$ cat src/core/rhsc_pkg.sv
/*
 * constants and carrier types for the second bus segment control registers.
 * assumes an APB master with 32-bit data and a 125 MHz clock.
 */
package rhsc_pkg;
    // register indices; byte address is four times the index
    localparam logic [3:0]  STATUS_INDEX   = 4'h3;
    localparam logic [3:0]  COMMAND_INDEX  = 4'h4;
    localparam logic [11:0] STATUS_ADDR    = {6'h00, STATUS_INDEX, 2'h0};
    localparam logic [11:0] COMMAND_ADDR   = {6'h00, COMMAND_INDEX, 2'h0};
    // status field positions
    localparam int ST_PRESENT   = 7;
    localparam int ST_SEG_RESET = 5;
    localparam int ST_UNLOCK    = 4;
    localparam int ST_QUIESCE   = 3;
    localparam int ST_MODE_CHG  = 2;
    localparam int ST_OWNER     = 1;
    localparam int ST_RH_SLOT   = 0;
    // command field positions
    localparam int CMD_ARB_EN   = 5;
    localparam int CMD_IRQ_EN   = 4;
    localparam int CMD_SWITCH   = 3;
    localparam int CMD_XFER_NOW = 2;
    localparam int CMD_LOCK     = 1;
    localparam int CMD_RST_MASK = 0;
    // reset values, command mask and sizes
    localparam logic [7:0]  COMMAND_RESET  = 8'h00;
    localparam logic [7:0]  COMMAND_RMASK  = 8'h3B;
    localparam logic [31:0] READ_IDLE      = 32'h0000_0000;
    localparam int          SYNC_STAGES    = 2;
    localparam int          PIN_COUNT      = 13;

    // pins from outside the clock domain, synchronised as one vector
    typedef struct packed {
        logic master_reset;
        logic power_good;
        logic system_enable_n;
        logic redundant_host_n;
        logic present;
        logic owner_strap;
        logic lock_preset;
        logic redundant_slot;
        logic segment_in_reset;
        logic bus_idle;
        logic handover_req;
        logic mode_change_req;
        logic fault;
    } rhsc_pins_t;

    // controls handed to the segment interface logic
    typedef struct packed {
        logic arbiter_enable;
        logic backplane_irq_enable;
        logic switchover_request;
        logic alternate_system_enable_n;
        logic backplane_reset;
        logic locked_owner_lost;
    } rhsc_ctrl_t;
endpackage

$ cat src/core/rhsc_top.sv
/*
 * status and command register pair of the second bus segment interface,
 * reached over APB; holds owner/drone mode and drives segment controls.
 * assumes pins arrive asynchronously and the peer host keeps its own side.
 */
`timescale 1ns/1ps

module rhsc_top (
    input  wire logic                clock_i,
    input  wire logic                reset_i,
    input  wire logic                psel_i,
    input  wire logic                penable_i,
    input  wire logic                pwrite_i,
    input  wire logic [11:0]         paddr_i,
    input  wire logic [31:0]         pwdata_i,
    input  wire logic [3:0]          pstrb_i,
    output logic      [31:0]         prdata_o,
    output logic                     pready_o,
    output logic                     pslverr_o,
    input  wire rhsc_pkg::rhsc_pins_t pins_i,
    output rhsc_pkg::rhsc_ctrl_t     ctrl_o,
    output logic                     segment_event_o
);
    logic [rhsc_pkg::PIN_COUNT-1:0] sync_a;
    logic [rhsc_pkg::PIN_COUNT-1:0] sync_b;
    rhsc_pkg::rhsc_pins_t           pin;
    logic       started;
    logic       owner;
    logic       unlock;
    logic       mode_chg;
    logic       quiesce_q;
    logic       mc_req_q;
    logic       alt_n;
    logic [7:0] command;
    logic       next_started;
    logic       next_owner;
    logic       next_unlock;
    logic       next_mode_chg;
    logic       next_alt_n;
    logic [7:0] next_command;
    logic       wr;
    logic       rd;
    logic       hit_st;
    logic       hit_cmd;
    logic       cmd_wr;
    logic       clear_all;
    logic       quiesce;
    logic       mc_rise;
    logic       mode_flip;
    logic [7:0] status;
    logic [31:0] next_prdata;
    logic       next_pslverr;
    logic       next_event;

    // two-stage synchroniser for every pin
    always_ff @(posedge clock_i)
    begin
        sync_a <= pins_i;
        sync_b <= sync_a;
    end
    assign pin = rhsc_pkg::rhsc_pins_t'(sync_b);

    // bus decode
    always_comb
    begin
        wr      = psel_i & penable_i & pwrite_i;
        rd      = psel_i & ~pwrite_i; // read in setup or access phase
        hit_st  = (paddr_i == rhsc_pkg::STATUS_ADDR);
        hit_cmd = (paddr_i == rhsc_pkg::COMMAND_ADDR);
        cmd_wr  = wr & hit_cmd & pstrb_i[0] & unlock;
    end

    // command register reset source: reset_i, master reset or power-good lost
    always_comb
    begin
        clear_all = reset_i | pin.master_reset | ~pin.power_good;
    end

    // status view and events
    always_comb
    begin
        quiesce   = owner ? (~command[rhsc_pkg::CMD_ARB_EN] & pin.bus_idle)
                          : pin.handover_req;
        mc_rise   = pin.mode_change_req & ~mc_req_q;
        mode_flip = started & mc_rise & ~command[rhsc_pkg::CMD_LOCK];
        status    = 8'h00;
        status[rhsc_pkg::ST_PRESENT]   = pin.present;
        status[rhsc_pkg::ST_SEG_RESET] = pin.segment_in_reset;
        status[rhsc_pkg::ST_UNLOCK]    = unlock;
        status[rhsc_pkg::ST_QUIESCE]   = quiesce;
        status[rhsc_pkg::ST_MODE_CHG]  = mode_chg;
        status[rhsc_pkg::ST_OWNER]     = owner;
        status[rhsc_pkg::ST_RH_SLOT]   = pin.redundant_slot;
    end

    // mode, unlock and mode-change flag
    always_comb
    begin
        next_started  = 1'b1;
        next_owner    = owner;
        next_unlock   = unlock;
        next_mode_chg = mode_chg;
        if (!started)
        begin
            next_owner = pin.owner_strap;
        end
        else if (mode_flip)
        begin
            next_owner = ~owner;
        end
        if (wr && hit_st && pstrb_i[0])
        begin
            next_unlock = pwdata_i[rhsc_pkg::ST_UNLOCK];
            if (pwdata_i[rhsc_pkg::ST_MODE_CHG])
            begin
                next_mode_chg = 1'b0;
            end
        end
        if (mode_flip)
        begin
            next_mode_chg = 1'b1; // set wins over clear
        end
        if (reset_i || !pin.power_good)
        begin
            next_unlock   = 1'b0;
            next_mode_chg = 1'b0;
        end
        if (reset_i)
        begin
            next_started = 1'b0;
            next_owner   = 1'b0;
        end
    end

    always_ff @(posedge clock_i)
    begin
        started  <= next_started;
        owner    <= next_owner;
        unlock   <= next_unlock;
        mode_chg <= next_mode_chg;
    end

    // command register
    always_comb
    begin
        next_command = command;
        next_alt_n   = alt_n;
        if (cmd_wr)
        begin
            if (owner)
            begin
                next_command[rhsc_pkg::CMD_ARB_EN] = pwdata_i[rhsc_pkg::CMD_ARB_EN];
                next_command[rhsc_pkg::CMD_IRQ_EN] = pwdata_i[rhsc_pkg::CMD_IRQ_EN];
            end
            if (!mode_chg)
            begin
                next_command[rhsc_pkg::CMD_SWITCH] = pwdata_i[rhsc_pkg::CMD_SWITCH];
            end
            next_command[rhsc_pkg::CMD_LOCK]     = pwdata_i[rhsc_pkg::CMD_LOCK];
            next_command[rhsc_pkg::CMD_RST_MASK] = pwdata_i[rhsc_pkg::CMD_RST_MASK];
            if (pwdata_i[rhsc_pkg::CMD_XFER_NOW])
            begin
                next_alt_n = ~owner;
            end
        end
        // a fault disables the arbiter in owner mode unless the mode is locked
        if (owner && pin.fault && !command[rhsc_pkg::CMD_LOCK])
        begin
            next_command[rhsc_pkg::CMD_ARB_EN] = 1'b0;
        end
        // entering owner mode enables the arbiter by default
        if ((!started && pin.owner_strap) || (mode_flip && !owner))
        begin
            next_command[rhsc_pkg::CMD_ARB_EN] = 1'b1;
        end
        if ((!started) || mode_flip)
        begin
            next_alt_n = (!started) ? ~pin.owner_strap : owner;
        end
        if (!started)
        begin
            next_command[rhsc_pkg::CMD_LOCK] = pin.lock_preset;
        end
        if (!next_owner)
        begin
            next_command[rhsc_pkg::CMD_ARB_EN] = 1'b0;
            next_command[rhsc_pkg::CMD_IRQ_EN] = 1'b0;
        end
        if (pin.system_enable_n)
        begin
            next_command[rhsc_pkg::CMD_ARB_EN] = 1'b0;
            next_command[rhsc_pkg::CMD_IRQ_EN] = 1'b0;
        end
        if (mode_chg || mode_flip || !pin.redundant_host_n)
        begin
            next_command[rhsc_pkg::CMD_SWITCH] = 1'b0;
        end
        next_command = next_command & rhsc_pkg::COMMAND_RMASK;
        if (clear_all)
        begin
            next_command = rhsc_pkg::COMMAND_RESET;
            next_alt_n   = 1'b1;
        end
    end

    always_ff @(posedge clock_i)
    begin
        command <= next_command;
        alt_n   <= next_alt_n;
    end

    // read data, error and event pulse
    always_comb
    begin
        next_prdata  = rhsc_pkg::READ_IDLE;
        next_pslverr = 1'b0;
        next_event   = (quiesce & ~quiesce_q & ~owner) | mode_flip;
        if (rd && hit_st)
        begin
            next_prdata = {24'h00_0000, status};
        end
        else if (rd && hit_cmd)
        begin
            next_prdata = {24'h00_0000, command}; // transfer-now reads zero
        end
        if (psel_i && !penable_i && !(hit_st || hit_cmd))
        begin
            next_pslverr = 1'b1; // unmapped address
        end
        if (reset_i)
        begin
            next_event = 1'b0;
        end
    end

    // register answer data in setup so it is ready for the access phase
    logic [31:0] rdata_q;
    logic        err_q;
    logic        event_q;
    always_ff @(posedge clock_i)
    begin
        quiesce_q <= reset_i ? 1'b0 : quiesce;
        mc_req_q  <= reset_i ? 1'b0 : pin.mode_change_req;
        event_q   <= next_event;
        err_q     <= reset_i ? 1'b0 : (psel_i & ~penable_i ? next_pslverr : err_q);
        rdata_q   <= reset_i ? rhsc_pkg::READ_IDLE : (psel_i ? next_prdata : rdata_q);
    end

    // outputs
    always_comb
    begin
        prdata_o        = rdata_q;
        pready_o        = 1'b1;
        pslverr_o       = psel_i & penable_i & err_q;
        segment_event_o = event_q;
        ctrl_o.arbiter_enable            = command[rhsc_pkg::CMD_ARB_EN];
        ctrl_o.backplane_irq_enable      = command[rhsc_pkg::CMD_IRQ_EN] & owner;
        ctrl_o.switchover_request        = command[rhsc_pkg::CMD_SWITCH];
        ctrl_o.alternate_system_enable_n = alt_n;
        ctrl_o.backplane_reset           = owner & pin.segment_in_reset
                                         & ~command[rhsc_pkg::CMD_RST_MASK];
        ctrl_o.locked_owner_lost         = ~owner & command[rhsc_pkg::CMD_LOCK]
                                         & mc_rise;
    end
endmodule

$ cat config.mk
export PLATFORM = sky130hd
export DESIGN_NAME = rhsc_top
export DESIGN_NICKNAME = d
export VERILOG_FILES = /design/src/core/rhsc_pkg.sv /design/src/core/rhsc_top.sv
export SDC_FILE = /design/constraint.sdc
export NUM_CORES = 1
export LEC_CHECK = 0
export ABC_CLOCK_PERIOD_IN_PS = 1890
export BUFFER_PORTS_ARGS = -buffer_cell sky130_fd_sc_hd__buf_4
export CAP_MARGIN = 20
export CELL_PAD_IN_SITES_DETAIL_PLACEMENT = 0
export CELL_PAD_IN_SITES_GLOBAL_PLACEMENT = 1
export CORE_MARGIN = 2
export CORE_UTILIZATION = 27
export CTS_CLUSTER_DIAMETER = 60
export CTS_CLUSTER_SIZE = 16
export DETAILED_ROUTE_END_ITERATION = 8
export HOLD_SLACK_MARGIN = 0.05
export PLACE_DENSITY_LB_ADDON = 0.1
export SLEW_MARGIN = 20
export SYNTH_ARGS = -nofsm -noshare
export SYNTH_HDL_FRONTEND = slang
export SYNTH_SLANG_ARGS = --single-unit
$ cat constraint.sdc
create_clock -name clock_i -period 1.89 [get_ports clock_i]
set_input_delay 0.189 -clock clock_i [delete_from_list [all_inputs] [get_ports clock_i]]
set_output_delay 0.189 -clock clock_i [all_outputs]
set_load 0.01 [all_outputs]
==> results of run 1 <==
timing repair:
action                                  4_1_cts  5_1_grt
setup buffers                                 0        0
endpoints found under the setup margin        0        2
hold buffers                                 13        0
endpoints found under the hold margin        13        0
resized for setup                             0        1
cell usage after synthesis (all sizes together) (3+ instances only):
cell    n  area share
dfxtp  47        0.52
buf    31        0.13
a21oi  13       0.036
nand3  12       0.033
nor2   10       0.021
nand2   9       0.019
o21ai   6       0.017
a32oi   5       0.024
inv     4      0.0083
nor4    4       0.014
and2    3       0.010
logic make-up after synthesis:
logic type / count (synthesis) / share of synthesized area
simple gates: 60 / 0.194
flops: 47 / 0.523
buf+inv: 36 / 0.140
compound gates: 35 / 0.131
other cells: 2 / 0.00417
fa+ha+maj: 1 / 0.00695
sequential cells by signal, summed over array words and instances (netlist names), 5 cells and up:
| register | flops |
|---|---|
| prdata_o | 7 |
| command | 5 |
| sync_a | 13 |
| pin | 13 |
power groups by stage:
stage | clock network, uW | logic [uW] | registers, uW
floorplan | 0 | 114 | 1070
global placement | 0 | 184 | 1060
detailed placement | 0 | 185 | 1070
CTS | 742 | 206 | 1040
global route | 789 | 226 | 1050
finish | 714 | 205 | 1040
metrics by stage:
step                setup TNS (ns)  cells  hold slack, ns
finish                           0    335           0.103
global route                     0    335          0.0900
CTS                              0    335          0.0968
detailed placement          -0.244    315           0.294
global placement            -0.258    315           0.294
floorplan                        0    205           0.217
worst max-delay path by stage:
| stage | start | endpoint | slack (ns) | cells past startpoint |
|---|---|---|---|---|
| floorplan | paddr_i[7] | alt_n$_SDFFE_PP1P_ | 0.08 | 5 |
| global placement | paddr_i[7] | alt_n$_SDFFE_PP1P_ | -0.09 | 5 |
| detailed placement | paddr_i[7] | command[1]$_SDFFE_PP0P_ | -0.07 | 5 |
| CTS | pin[1]$_DFF_P_ | command[4]$_SDFFE_PP0P_ | 0.07 | 10 |
| global route | pin[1]$_DFF_P_ | command[4]$_SDFFE_PP0P_ | 0.005 | 10 |
| finish | pin[1]$_DFF_P_ | command[4]$_SDFFE_PP0P_ | 0.16 | 10 |
layer usage:
layer  vias to the layer above  GRT usage  wire [um]  part of all wire
met5                         -          0          0                 0
met4                         0     0.0346         40            0.0092
met3                         5     0.0346        298             0.069
met2                        56      0.189       2000              0.46
met1                       639      0.158       2010              0.46
li1                        736          -          -                 -
layout make-up:
| cell class | instances | share of cell area |
|---|---|---|
| Inverter | 4 | 0.00606 |
| Sequential cell | 47 | 0.380 |
| Clock inverter | 2 | 0.0152 |
| Tap cell | 77 | 0.0389 |
| Clock buffer | 5 | 0.0278 |
| Timing Repair Buffer | 78 | 0.249 |
| Multi-Input combinational cell | 122 | 0.283 |
critical path, cell delays in order, from the launching register on:
cell,delay (ns)
dfxtp_1,0.35
nor3b_2,0.17
buf_4,0.13
nand2_1,0.06
inv_1,0.07
ha_1,0.22
nand2_1,0.06
nand2_1,0.07
nor4_1,0.23
buf_4,0.16
a21boi_0,0.14
==> key figures, run 1 <==
Setup path
  • Worst setup EP type: flip-flop
  • Startpoint Class: flip-flop
  • Arr. time, crit path: around 2 ns
  • Worst R2R End: command[4]$_SDFFE_PP0P_
  • Worst R2R Setup Slack: approximately 0.16 ns
  • Worst r2r src: pin[1]$_DFF_P_
  • Worst endpoint required time: 2.12 ns
  • Crit Path Max Fanout: 3
  • R2R cell count: 10
  • Crit Path Category: reg2reg

Clocking
  • Worst-case clock buffer depth: 2
  • Clock Tree Root: clkbuf_8
  • Clock latency at the later pin of the worst-skew pair: just under 0.3 ns
  • Clk sinks: 47
  • CTS tree: done
  • CTS H-Tree Depth: 2
  • Clock slew at reported path FFs: 0.08 ns
  • CTS buffer count: 5

Synthesis
  • Post-synth EDFFs: 0
  • Yosys Warn Count: 0
  • Synth Register Bits: 47
  • Netlist cell types: between 40 and 50
  • Cells after Synth: 181
  • Main synth FF type: dfxtp_1
  • Syn Area/Cell: 9.94 um2
  • Asr flop ratio synth: 0
  • Mapped Area: about 1800 um2
  • Sequential-to-total area share from yosys stat: 0.523

Hold path
  • Hold Startpoint: pwdata_i[2]
  • Hold endpoint: mode_chg$_SDFFE_PP0P_
  • Worst Hold Class: in2reg
  • Hold path cells: 2

Timing
  • Final Skew: between 0.002 and 0.0025 ns
  • Final hold violation count: 0
  • RSZ-0062 raised after global routing: false
  • Max Clk Rate: approximately 580 MHz
  • Min Tclk post-route: about 1.7 ns
  • Final setup fails: 0
  • Max-slew violations: 0
  • Fin crit share: 0.916
  • Worst setup margin: 0.159 ns

Die
  • Chip width: about 86 um
  • Initial core utilization: 0.282
  • Total core area: 6390 um2
  • Die area: around 7300 um2
  • Die Height: between 80 and 90 um
  • I/O Pins: 107
  • Row Count: 29

Drt
  • Router iterations before antenna repair: 4
  • Drt drc: 0
  • Via count: 1436
  • DRT iter0 DRCs: 48
  • WL final: 4340 um
  • Via/cell ratio: between 4 and 5
  • Antenna viol nets, final: 0
  • Routed WL per cell: 13.0 um

Global route
  • Total track usage: 0.119
  • Largest net degree at the start of global routing: 15
  • Antenna violations before repair: 0
  • First-pass GRT wire length: 6710 um
  • Congestion Overflow GR: 0
  • Vias in the first global route: between 1000 and 1500

Cells and area
  • Fillcell total: about 660
  • Most common cell after layout, fill and taps aside: buf_4
  • Final net count: roughly 330
  • Number of diodes: 0
  • Layout cells sized above 1: 0.314
  • Commonest non-fill, non-tap cells in the layout: 65 x buf_4, 47 x dfxtp_1, 26 x conb_1, 13 x a21oi_1, 13 x dlygate4sd3_1
  • Finished Cell Area: between 2000 and 2500 um2
  • Area of the multi-input gates: 701 um2
  • Register area: approximately 940 um2
  • Area added between synthesis and finish: 37.7%
  • Final core occ: 0.388

Pwr
  • Reg power frac: 0.531
  • Tot Pwr: roughly 2000 uW
  • Peak VDD IR: 0.336 mV
  • P_sw: about 440 uW
  • Clk pwr share: 0.364
  • PwrDens: ~790 nW/um2
  • Switching Share: 0.222
  • Int Pwr: ~1500 uW
  • P_leak: ~0.0011 uW
  • Logic pwr share: 0.105

Placed design
  • Routability cong.: ~0.74
  • DP Area: ~2200 um2
  • Port bufs: 51
  • Hpwl dp: 3290 um
  • Place WS: -0.0696 ns

Status
  • Status: complete, no violations

Job
  • Max-cap viol count: 0
No activity file was read; power rests on OpenSTA's default activity.
==> inputs of run 2 (changes only) <==
--- a/config.mk
+++ b/config.mk
@@ -10,6 +10,7 @@
 export CAP_MARGIN = 20
 export CELL_PAD_IN_SITES_DETAIL_PLACEMENT = 0
 export CELL_PAD_IN_SITES_GLOBAL_PLACEMENT = 1
+export CORE_ASPECT_RATIO = 0.5
 export CORE_MARGIN = 2
 export CORE_UTILIZATION = 27
 export CTS_CLUSTER_DIAMETER = 60
@@ -17,7 +18,6 @@
 export DETAILED_ROUTE_END_ITERATION = 8
 export HOLD_SLACK_MARGIN = 0.05
 export PLACE_DENSITY_LB_ADDON = 0.1
-export SLEW_MARGIN = 20
 export SYNTH_ARGS = -nofsm -noshare
 export SYNTH_HDL_FRONTEND = slang
 export SYNTH_SLANG_ARGS = --single-unit
==> constraint.sdc (replaced) <==
create_clock -name clock_i -period 1.89 [get_ports clock_i]
set_input_delay 0.189 -clock clock_i [delete_from_list [all_inputs] [get_ports clock_i]]
set_output_delay 0.189 -clock clock_i [all_outputs]
set_load 0.02 [all_outputs]
==> key figures, run 2 (synthesis gave the netlist of run 1 again) <==
Setup path
  • Worst R2R End: command[4]$_SDFFE_PP0P_
  • Crit-path slowest cell: dfxtp_1
  • Worst R2R Setup Slack: approximately 0.17 ns
  • Worst path max stage delay: approximately 0.32 ns
  • Worst endpoint required time: between 2 and 2.5 ns
  • Worst setup EP type: flip-flop
  • R2R cell count: 9
  • CP Depth: 9
  • CP endpoint: command[4]$_SDFFE_PP0P_
  • CP top delay family: simple AND/OR/NAND/NOR gates
  • Startpoint Class: flip-flop
  • Critical path launch point: command[1]$_SDFFE_PP0P_
  • Most frequent cell on the critical path: nand2_1
  • Worst r2r src: command[1]$_SDFFE_PP0P_
  • Crit Path Category: reg2reg
  • Arr. time, crit path: approximately 1.9 ns
  • Crit Path Max Fanout: 2
  • Worst path bufs/invs: 2
  • Cell Chain, Critical Path: nor3b_2, nand2_1, inv_1, ha_1, nand2_1, nand2_1, nor4_1, buf_4, a21boi_0

Placed design
  • # placed instances: roughly 330
  • Routability cong.: roughly 0.81
  • Port bufs: 51
  • Hpwl dp: about 3400 um

Die
  • Initial core utilization: 0.288
  • Row Count: 20
  • I/O Pins: between 100 and 150
  • Chip width: around 120 um
  • Die area: about 7400 um2
  • Total core area: 6260 um2
  • Die Height: slightly above 60 um

Cells and area
  • Final non-filler cell total: ~350
  • Area added between synthesis and finish: 42.1%
  • Commonest non-fill, non-tap cells in the layout: 65 x buf_4, 47 x dfxtp_1, 26 x conb_1, 13 x a21oi_1, 13 x dlygate4sd3_1
  • Most common cell after layout, fill and taps aside: buf_4
  • Layout cells sized above 1: 0.317
  • Number of diodes: 0
  • Final net count: about 330

Pwr
  • Reg power frac: 0.456
  • P_leak: 0.00111 uW
  • Logic pwr share: 0.101
  • P_sw: 522 uW
  • Clk pwr share: 0.443
  • Peak VDD IR: between 0.3 and 0.4 mV
  • PwrDens: roughly 900 nW/um2
  • Switching Share: 0.228
  • Int Pwr: 1770 uW

Clocking
  • Clk sinks: between 40 and 50
  • Clock latency at the later pin of the worst-skew pair: between 0.2 and 0.3 ns
  • Postcts setup bufs: 0
  • CTS buffer count: 5
  • CTS H-Tree Depth: 2
  • Clock slew at reported path FFs: around 0.07 ns
  • Worst-case clock buffer depth: 2
  • Clock Tree Root: clkbuf_16
  • CTS tree: done

Timing
  • Max-slew violations: 0
  • RSZ-0062 raised after global routing: false
  • Final hold violation count: 0
  • Sum Neg Setup Slack: 0 ns
  • Max Clk Rate: about 580 MHz
  • Final Skew: between 0.005 and 0.006 ns
  • Min Tclk post-route: between 1.5 and 2 ns
  • Final setup fails: 0
  • Fin crit share: 0.912

Global route
  • Vias in the first global route: between 1000 and 1500
  • First-pass GRT wire length: 6730 um
  • Antenna violations before repair: 0
  • Total track usage: 0.124
  • Largest net degree at the start of global routing: 17
  • Congestion Overflow GR: 0

Drt
  • WL final: 4420 um
  • Antenna viol nets, final: 0
  • Router iterations before antenna repair: 4
  • Drt drc: 0
  • Via count: ~1500
  • Via/cell ratio: roughly 4.3
  • Routed WL per cell: between 10 and 15 um
  • DRT iter0 DRCs: 60

Status
  • Status: complete, no violations

Hold path
  • Worst Hold Class: in2reg

Job
  • Max-cap viol count: 0
[run 2: area by class of cell]
class | count | area (um2)
Inverter | 4 | 15.0
Sequential cell | 47 | 941
Multi-Input combinational cell | 122 | 701
Fill cell | 621 | 3700
Clock buffer | 5 | 125
Clock inverter | 3 | 47.5
Tap cell | 88 | 110
Timing Repair Buffer | 78 | 618
[run 2: power by group through the flow]
stage               registers, uW  logic (uW)  clock network [uW]
CTS                          1040         231                1050
floorplan                    1070         140                   0
detailed placement           1070         210                   0
finish                       1050         231                1020
global placement             1070         209                   0
global route                 1050         252                1090
[run 2: worst min path at each step]
stage                     slack, ns         from                    end  depth (start not counted)
after global routing           0.11  pwdata_i[2]  mode_chg$_SDFFE_PP0P_                          2
after global placement         0.29    pins_i[8]      sync_a[8]$_DFF_P_                          1
final                          0.11  pwdata_i[2]  mode_chg$_SDFFE_PP0P_                          2
after detailed placement       0.29    pins_i[4]      sync_a[4]$_DFF_P_                          1
after floorplan                0.22    pins_i[0]      sync_a[0]$_DFF_P_                          0
after CTS                      0.11  pwdata_i[2]  mode_chg$_SDFFE_PP0P_                          2
[run 2: layer usage]
layer	track usage	vias up	wire length [um]
li1	-	740	-
met1	0.177	669	2290
met2	0.172	69	1730
met3	0.0401	8	331
met4	0.0555	0	67
met5	0	-	0
[run 2: per-stage QoR]
step	setup WS (ns)	total power, uW	cell area (um2)	hold WS, ns	util
final	0.167	2290	2560	0.109	0.409
after global routing	0.0164	2390	2560	0.107	0.409
after CTS	0.0382	2320	2550	0.107	0.408
after detailed placement	-0.0664	1280	2250	0.295	0.360
after global placement	-0.0787	1280	2250	0.294	0.360
after floorplan	0.0778	1210	1890	0.217	-
[run 2: what timing repair did]
item                                    in CTS  in global routing
endpoints found under the setup margin       0                  2
hold endpoints to repair                    13                  0
gates resized for setup                      0                  1
hold buffers                                13                  0
